`src/verilog/mcas_cfg.svh`:
```
// Constants of the multichannel acquisition sequencer
`ifndef MCAS_CFG_SVH
`define MCAS_CFG_SVH
`define MCAS_ST_DONE 2'h0
`define MCAS_ST_XFER 2'h1
`define MCAS_ST_TRIG 2'h2
`define MCAS_ST_DELAY 2'h3
`define MCAS_SRC_INT 2'h0
`define MCAS_SRC_SINE 2'h1
`define MCAS_SRC_SQR 2'h2
`define MCAS_DIV_MIN 11'h002
`define MCAS_DIV_MAX 11'h400
`define MCAS_DIV_RESET 11'h002
`define MCAS_BUF_TOTAL 16'h8000
`define MCAS_BUF_AW 15
`define MCAS_CH_LAST2 2'h1
`define MCAS_CH_LAST4 2'h3
`define MCAS_FLAG_BIT 3
`define MCAS_FIFO_DEPTH 2
`endif

```
`src/verilog/mcas_pkg.sv`:
```
// Types of the multichannel acquisition sequencer
`default_nettype none
package mcas_pkg;
    typedef enum logic [1:0] {
        MCAS_IDLE = 2'h0,
        MCAS_WAIT_TRIG = 2'h1,
        MCAS_DELAY = 2'h3,
        MCAS_RUN = 2'h2
    } mcas_state_t;
    typedef logic [15:0] mcas_word_t;
endpackage
`default_nettype wire

```
`src/verilog/mcas_skid.sv`:
```
// Two-entry buffer in the sample word path
`default_nettype none
module mcas_skid (
    input wire logic sys_clk,
    input wire logic resetn,
    input wire logic clk_en,
    input wire logic in_valid,
    output logic in_ready,
    input wire mcas_pkg::mcas_word_t in_data,
    output logic out_valid,
    input wire logic out_ready,
    output mcas_pkg::mcas_word_t out_data
);
    import mcas_pkg::*;
    mcas_word_t mem_q [2];
    logic wp_q;
    logic rp_q;
    logic [1:0] cnt_q;
    logic push;
    logic pop;
    assign in_ready = (cnt_q != 2'h2);
    assign out_valid = (cnt_q != 2'h0);
    assign out_data = mem_q[rp_q];
    assign push = in_valid && in_ready;
    assign pop = out_valid && out_ready;
    always_ff @(posedge sys_clk) begin
        if (!resetn) begin
            wp_q <= 1'b0;
            rp_q <= 1'b0;
            cnt_q <= 2'h0;
        end else if (clk_en) begin
            if (push) wp_q <= ~wp_q;
            if (pop) rp_q <= ~rp_q;
            cnt_q <= cnt_q + {1'b0, push} - {1'b0, pop};
        end
    end
    always_ff @(posedge sys_clk) begin
        if (clk_en && push) mem_q[wp_q] <= in_data;
    end
endmodule // mcas_skid
`default_nettype wire

```
`src/verilog/mcas_seq.sv`:
```
// Acquisition sequencer: clock division, channel scan, packing, counting
`include "mcas_cfg.svh"
`default_nettype none
module mcas_seq (
    input wire logic sys_clk,
    input wire logic resetn,
    input wire logic clk_en,
    // Configuration
    input wire logic [2:0] enabled_channel_count,
    input wire logic [1:0] clock_source_select,
    input wire logic converter_faster_than_bus,
    input wire logic [10:0] clock_divisor,
    input wire logic config_write,
    input wire logic ten_bit_variant,
    input wire logic use_trigger,
    input wire logic [15:0] post_trigger_preload,
    input wire logic [31:0] conversion_count,
    input wire logic start,
    input wire logic stop,
    // Pins from outside the clock domain
    input wire logic internal_clock_tick,
    input wire logic external_sine_clock,
    input wire logic external_square_clock_choice,
    input wire logic trigger_in,
    input wire logic [2:0] digital_inputs,
    input wire logic [11:0] converter_data [4],
    // Word stream toward the DMA path
    output logic sample_valid,
    input wire logic sample_ready,
    output mcas_pkg::mcas_word_t sample_word,
    // Status
    output logic [1:0] acquisition_status,
    output logic [31:0] transferred_count,
    output logic [14:0] oldest_sample_index,
    output logic [15:0] samples_per_channel,
    output logic [15:0] post_trigger_remaining,
    output logic divisor_rejected,
    output logic source_rejected,
    output logic channel_count_rejected,
    output logic converter_faster_q
);
    import mcas_pkg::*;

    function automatic logic [3:0] ch_mask(input logic [2:0] n);
        case (n)
            3'h1: ch_mask = 4'h1;
            3'h2: ch_mask = 4'h3;
            3'h4: ch_mask = 4'hf;
            default: ch_mask = 4'h0;
        endcase
    endfunction

    function automatic logic div_ok(input logic [10:0] d);
        div_ok = !d[0] && d >= `MCAS_DIV_MIN && d <= `MCAS_DIV_MAX;
    endfunction

    // Two-flop synchronisers for every pin input
    logic [3:0] s1_q;
    logic [3:0] s2_q;
    logic [2:0] di1_q;
    logic [2:0] di2_q;
    logic [11:0] ad1_q [4];
    logic [11:0] ad2_q [4];
    always_ff @(posedge sys_clk) begin
        if (!resetn) begin
            s1_q <= 4'h0;
            s2_q <= 4'h0;
            di1_q <= 3'h0;
            di2_q <= 3'h0;
        end else if (clk_en) begin
            s1_q <= {trigger_in, external_square_clock_choice, external_sine_clock,
                     internal_clock_tick};
            s2_q <= s1_q;
            di1_q <= digital_inputs;
            di2_q <= di1_q;
        end
    end
    genvar g;
    generate
        for (g = 0; g < 4; g++) begin : g_adsync
            always_ff @(posedge sys_clk) begin
                if (clk_en) begin
                    ad1_q[g] <= converter_data[g];
                    ad2_q[g] <= ad1_q[g];
                end
            end
        end
    endgenerate

    // Configuration registers
    logic [2:0] chn_q;
    logic [1:0] src_q;
    logic [10:0] div_q;
    logic ten_q;
    always_ff @(posedge sys_clk) begin
        if (!resetn) begin
            chn_q <= 3'h0;
            src_q <= `MCAS_SRC_INT;
            div_q <= `MCAS_DIV_RESET;
            ten_q <= 1'b0;
            converter_faster_q <= 1'b0;
            divisor_rejected <= 1'b0;
            source_rejected <= 1'b0;
            channel_count_rejected <= 1'b0;
        end else if (clk_en && config_write) begin
            ten_q <= ten_bit_variant;
            converter_faster_q <= converter_faster_than_bus;
            divisor_rejected <= !div_ok(clock_divisor);
            if (div_ok(clock_divisor)) div_q <= clock_divisor;
            source_rejected <= (clock_source_select > `MCAS_SRC_SQR);
            if (clock_source_select <= `MCAS_SRC_SQR) src_q <= clock_source_select;
            channel_count_rejected <= (ch_mask(enabled_channel_count) == 4'h0)
                && (enabled_channel_count != 3'h0);
            if (ch_mask(enabled_channel_count) != 4'h0 || enabled_channel_count == 3'h0)
                chn_q <= enabled_channel_count;
        end
    end

    // Source select and divided sampling strobe
    logic src_lvl;
    logic src_prev_q;
    logic src_rise;
    logic [10:0] dcnt_q;
    logic strobe;
    always_comb begin
        case (src_q)
            `MCAS_SRC_SINE: src_lvl = s2_q[1];
            `MCAS_SRC_SQR: src_lvl = s2_q[2];
            default: src_lvl = s2_q[0];
        endcase
    end
    assign src_rise = src_lvl && !src_prev_q;
    assign strobe = src_rise && (dcnt_q == 11'h001);
    always_ff @(posedge sys_clk) begin
        if (!resetn) begin
            src_prev_q <= 1'b0;
            dcnt_q <= `MCAS_DIV_RESET;
        end else if (clk_en) begin
            src_prev_q <= src_lvl;
            if (src_rise) dcnt_q <= (dcnt_q == 11'h001) ? div_q : dcnt_q - 11'h001;
        end
    end

    // Trigger edge
    logic trig_prev_q;
    logic trig_rise;
    assign trig_rise = s2_q[3] && !trig_prev_q;
    always_ff @(posedge sys_clk) begin
        if (!resetn) trig_prev_q <= 1'b0;
        else if (clk_en) trig_prev_q <= s2_q[3];
    end

    // Acquisition state
    mcas_state_t st_q;
    logic [31:0] left_q;
    logic [1:0] ch_q;
    logic trig_seen_q;
    logic [1:0] last_ch;
    logic emit;
    logic fifo_ready;
    logic done_now;
    assign last_ch = (chn_q == 3'h4) ? `MCAS_CH_LAST4
                   : (chn_q == 3'h2) ? `MCAS_CH_LAST2 : 2'h0;
    assign emit = (st_q == MCAS_RUN || st_q == MCAS_DELAY) && strobe && fifo_ready;
    assign done_now = emit && st_q == MCAS_RUN && left_q == 32'h1;
    always_ff @(posedge sys_clk) begin
        if (!resetn) begin
            st_q <= MCAS_IDLE;
            left_q <= 32'h0;
            trig_seen_q <= 1'b0;
        end else if (clk_en) begin
            case (st_q)
                MCAS_IDLE: begin
                    if (start && chn_q != 3'h0 && conversion_count != 32'h0) begin
                        left_q <= conversion_count;
                        trig_seen_q <= 1'b0;
                        st_q <= use_trigger ? MCAS_WAIT_TRIG : MCAS_RUN;
                    end
                end
                MCAS_WAIT_TRIG: begin
                    if (stop) st_q <= MCAS_IDLE;
                    else if (trig_rise) begin
                        trig_seen_q <= 1'b1;
                        st_q <= (post_trigger_preload != 16'h0) ? MCAS_DELAY : MCAS_RUN;
                    end
                end
                MCAS_DELAY: begin
                    if (stop) st_q <= MCAS_IDLE;
                    else if (post_trigger_remaining == 16'h1 && strobe) st_q <= MCAS_RUN;
                end
                MCAS_RUN: begin
                    if (stop || done_now) st_q <= MCAS_IDLE;
                    else if (emit) left_q <= left_q - 32'h1;
                end
                default: st_q <= MCAS_IDLE;
            endcase
        end
    end

    // Post-trigger counter counts sampling clock edges to zero
    always_ff @(posedge sys_clk) begin
        if (!resetn) post_trigger_remaining <= 16'h0;
        else if (clk_en) begin
            if (st_q == MCAS_WAIT_TRIG && trig_rise) post_trigger_remaining <= post_trigger_preload;
            else if (trig_seen_q && strobe && post_trigger_remaining != 16'h0)
                post_trigger_remaining <= post_trigger_remaining - 16'h1;
        end
    end

    // Channel scan; only RUN emits words
    always_ff @(posedge sys_clk) begin
        if (!resetn) ch_q <= 2'h0;
        else if (clk_en) begin
            if (st_q == MCAS_IDLE) ch_q <= 2'h0;
            else if (emit && st_q == MCAS_RUN)
                ch_q <= (ch_q == last_ch) ? 2'h0 : ch_q + 2'h1;
        end
    end

    // Word packing
    mcas_word_t word;
    logic [11:0] val;
    always_comb begin
        val = ad2_q[ch_q];
        if (ten_q) val[1:0] = 2'h0;
        word = {val, 4'h0};
        word[`MCAS_FLAG_BIT] = trig_seen_q;
        word[2:0] = di2_q;
    end

    mcas_skid mcas_skid_i (
        .sys_clk(sys_clk),
        .resetn(resetn),
        .clk_en(clk_en),
        .in_valid(emit && st_q == MCAS_RUN),
        .in_ready(fifo_ready),
        .in_data(word),
        .out_valid(sample_valid),
        .out_ready(sample_ready),
        .out_data(sample_word)
    );

    // Transfer count and ring index
    always_ff @(posedge sys_clk) begin
        if (!resetn) begin
            transferred_count <= 32'h0;
            oldest_sample_index <= 15'h0;
        end else if (clk_en) begin
            if (st_q == MCAS_IDLE && start && chn_q != 3'h0) begin
                transferred_count <= 32'h0;
                oldest_sample_index <= 15'h0;
            end else if (sample_valid && sample_ready) begin
                transferred_count <= transferred_count + 32'h1;
                if (transferred_count >= {16'h0, `MCAS_BUF_TOTAL} - 32'h1)
                    oldest_sample_index <= oldest_sample_index + 15'h1;
            end
        end
    end

    always_comb begin
        case (st_q)
            MCAS_WAIT_TRIG: acquisition_status = `MCAS_ST_TRIG;
            MCAS_DELAY: acquisition_status = `MCAS_ST_DELAY;
            MCAS_RUN: acquisition_status = `MCAS_ST_XFER;
            default: acquisition_status = `MCAS_ST_DONE;
        endcase
        case (chn_q)
            3'h1: samples_per_channel = `MCAS_BUF_TOTAL;
            3'h2: samples_per_channel = `MCAS_BUF_TOTAL >> 1;
            3'h4: samples_per_channel = `MCAS_BUF_TOTAL >> 2;
            default: samples_per_channel = 16'h0;
        endcase
    end
endmodule // mcas_seq
`default_nettype wire

```
`config.mk`:
```
export PLATFORM = sky130hd
export DESIGN_NAME = mcas_seq
export DESIGN_NICKNAME = d
export VERILOG_FILES = /design/src/verilog/mcas_pkg.sv /design/src/verilog/mcas_skid.sv /design/src/verilog/mcas_seq.sv
export VERILOG_INCLUDE_DIRS = /design/src /design/src/verilog
export SDC_FILE = /design/constraint.sdc
export NUM_CORES = 1
export LEC_CHECK = 0
export BUFFER_PORTS_ARGS = -buffer_cell sky130_fd_sc_hd__buf_2
export CORE_MARGIN = 4
export CORE_UTILIZATION = 58
export CTS_BUF_LIST = sky130_fd_sc_hd__clkbuf_2 sky130_fd_sc_hd__clkbuf_4 sky130_fd_sc_hd__clkbuf_8
export DETAILED_ROUTE_END_ITERATION = 10
export PLACE_DENSITY = 0.88
export SYNTH_ARGS = -nofsm -noshare
export SYNTH_HDL_FRONTEND = slang
export SYNTH_SLANG_ARGS = --single-unit
export TNS_END_PERCENT = 5
```
`constraint.sdc`:
```
create_clock -name sys_clk -period 3.2 [get_ports sys_clk]
set_clock_uncertainty 0.1 [all_clocks]
set_input_delay 0.32 -clock sys_clk [delete_from_list [all_inputs] [get_ports sys_clk]]
set_output_delay 0.32 -clock sys_clk [all_outputs]
set_load 0.02 [all_outputs]
```
==> results_dict.tcl <==
set metrics [dict create \
    post-cts-setup-buffers 0 \
    grt_pass1_wl_mm 57.5 \
    drt_iter0_drc 782 \
    synth.top_cell.area_share 0.303 \
    hpwl_mm 21.5 \
    gr-usage-all-layers 0.294 \
    relSlewSlack 0.463 \
    routedWlPerCell_um 20.0 \
    synth_warnings 0 \
    r2r_start "src_q[0]$_SDFFE_PN0P_" \
    sequentialPowerShare 0.508 \
    hp-start "post_trigger_preload[1]" \
    p_sw_frac 0.252 \
    crit_type "reg2reg" \
    die_h_um 156 \
    combinationalPowerShare 0.090 \
    final_common_cell "buf_2" \
    timing.final.crit_period_ps 2620 \
    fin_crit_sh 0.819 \
    first_pass_iters 6 \
    reg2reg_slack_ps 580 \
    grt_max_degree 120 \
    tns_ps 0 \
    internal_power_mw 5.88 \
    ys_types 76 \
    syn_inst 1212 \
    setup_viol 0 \
    ios 231 \
    synth_flop_cell "dfxtp_1" \
    async_reset_ff_frac 0 \
    gp_congestion 0.877 \
    ir_worst_vdd_v 0.000576 \
    final_max_slew_viol_count 0 \
    core.rowCount 53 \
    syn_area_per_cell_um2 10.5 \
    vias_per_cell 6.03 \
    routed_wl_mm 36.5 \
    design.core.area_um2 21200 \
    layout-drive-gt1-share 0.241 \
    leakage_nw 6.25 \
    nFillCells 1398 \
    start_util 0.597 \
    max_freq_mhz 381 \
    cts_resized 0 \
    cts_hold_buf 87 \
    hold_violations 0 \
    worst_slew_pin_slew_ps 805 \
    h-tree-depth 2 \
    clkTransAtPathRegs_ps 70 \
    clock_path_buffers 3 \
    cp-end-kind "flop" \
    clkPwrFrac 0.402 \
    grt_overflow_total 0 \
    startpoint "src_q[0]$_SDFFE_PN0P_" \
    outcome "finished, final reports clean" \
    crit_required_ps 3590 \
    cts_root_buffer "clkbuf_8" \
    start_kind "flop" \
    via_count 11000 \
    cts_buffers 46 \
    drc 0 \
    clk_latency_ps 580 \
    rsz0062_at_grt "false" \
    drv_cap 0 \
    power_mw 7.86 \
    area_growth_pct 24.1 \
    drt.antenna.violating_nets 0 \
    cts_tree "done" \
    synth.area.top_cells "edfxtp_1, dfxtp_1, nor2_1" \
    powerDensity_nw_per_um2 500 \
    syn_area_um2 12700 \
    antenna_found_initial 2 \
    die_w_um 156 \
    ys_ff_latch 283 \
    synth_top_cell_by_area "edfxtp_1" \
    clock_sinks 283 \
    cp.arrival_ps 3010 \
    holdCritPathClass "in2reg" \
    portBuffers 217 \
    ys_seq_area_frac 0.548 \
    nets 1662 \
    grt_pass1_vias 10900 \
    switching_power_mw 1.98 \
    mostFrequentLayoutCells "buf_2, dfxtp_1, nor2_1, edfxtp_1, nand2_1" \
    synth-edff-count 128 \
    critPathMaxFanout 32 \
    dieArea_um2 24300 \
]
## sequential cells by signal, summed over array words and instances (netlist names), 2 cells and up, named ones only
signal / count
ad1_q: 48
post_trigger_remaining: 16
div_q: 11
oldest_sample_index: 15
s1_q: 4
transferred_count: 32
di2_q: 3
st_q: 2
di1_q: 3
left_q: 32
ch_q: 2
src_q: 2
dcnt_q: 11
chn_q: 3
s2_q: 4
mcas_skid_i.mem_q: 32
ad2_q: 48
mcas_skid_i.cnt_q: 2
## power groups by stage
stage               combinational [mW]  sequential (mW)  clock [mW]
detailed placement               0.598             4.06           0
global placement                 0.578             4.04           0
finish                           0.711             3.99        3.16
CTS                              0.687             3.98        3.13
floorplan                        0.386             4.04           0
global route                     0.773             4.00        3.37
## cell families after synthesis
family,share of synthesized area
XOR/XNOR,0.0346
adder cells (fa/ha/maj),0.0119
buffers and inverters,0.0389
AO/OA/AOI/OAI,0.122
flip-flops,0.548
AND/OR/NAND/NOR,0.185
other,0.000296
multiplexers,0.0594
## layout make-up
cell class                 count  area (um^2)  share of cell area
antenna                        1         2.50            0.000159
clock buffer                  66          815              0.0518
clock inverter                15         96.3             0.00613
inverter                      23         86.3             0.00549
multi-input combinational    841         5290               0.336
sequential                   283         6950               0.442
tap                          275          344              0.0219
timing repair buffer         326         2140               0.136
## worst max-delay path: stages, from the launching register on
cell	delay [ps]
dfxtp_1	330
inv_1	60
ha_1	330
a221oi_1	420
nor2_1	130
nand4_1	210
o31a_2	590
o21ai_0	220
a21oi_1	160
## synth_stat cells (4+ instances only)
master / number
and3_1: 15
a21o_1: 5
inv_1: 21
nor3_1: 35
nor3b_1: 7
clkbuf_1: 46
a21oi_1: 73
or4_1: 6
o21ai_0: 57
a211oi_1: 15
nand2_1: 116
a31oi_1: 10
nor4_1: 28
o31ai_1: 9
nor2_1: 128
o31a_1: 9
nand3_1: 46
edfxtp_1: 128
ha_1: 12
o41ai_1: 4
nand3b_1: 4
nand2b_1: 5
o22ai_1: 7
buf_2: 7
xor2_1: 25
mux2i_1: 29
or3_1: 14
o211ai_1: 7
and4_1: 5
nand4_1: 27
and2_1: 7
o32ai_1: 9
clkbuf_8: 6
buf_4: 13
mux4_2: 12
mux2_2: 17
or2_2: 8
dfxtp_1: 155
xnor2_1: 25
nor2b_1: 5
buf_1: 5
## stage by stage
stage | instances | hold slack [ps] | instance area, um^2 | utilization | setup WS, ps
floorplan | 1224 | 300 | 12700 | - | 663
global placement | 1661 | 302 | 13900 | 0.657 | 728
detailed placement | 1661 | 305 | 13900 | 0.657 | 636
CTS | 1829 | 0.156 | 15700 | 0.741 | 622
global route | 1829 | 20.3 | 15700 | 0.741 | 278
finish | 1830 | 26.3 | 15700 | 0.741 | 578
## final timing paths
kind	end	cells after the start
worst max-delay path	left_q[30]$_SDFFE_PN0P_	8
worst min-delay path	post_trigger_remaining[1]$_SDFFE_PN0P_	4
worst max register to register	left_q[30]$_SDFFE_PN0P_	8
worst min register to register	ad2_q[2][5]$_DFFE_PP_	0
## metal layers
| layer | vias up | part of all wire | global-route usage |
|---|---|---|---|
| met4 | 4 | 0.048 | 0.140 |
| li1 | 5086 | - | - |
| met5 | - | 0.00071 | 0 |
| met3 | 138 | 0.083 | 0.0602 |
| met2 | 617 | 0.50 | 0.512 |
| met1 | 5189 | 0.36 | 0.349 |
(Power assumes the default switching activity.)
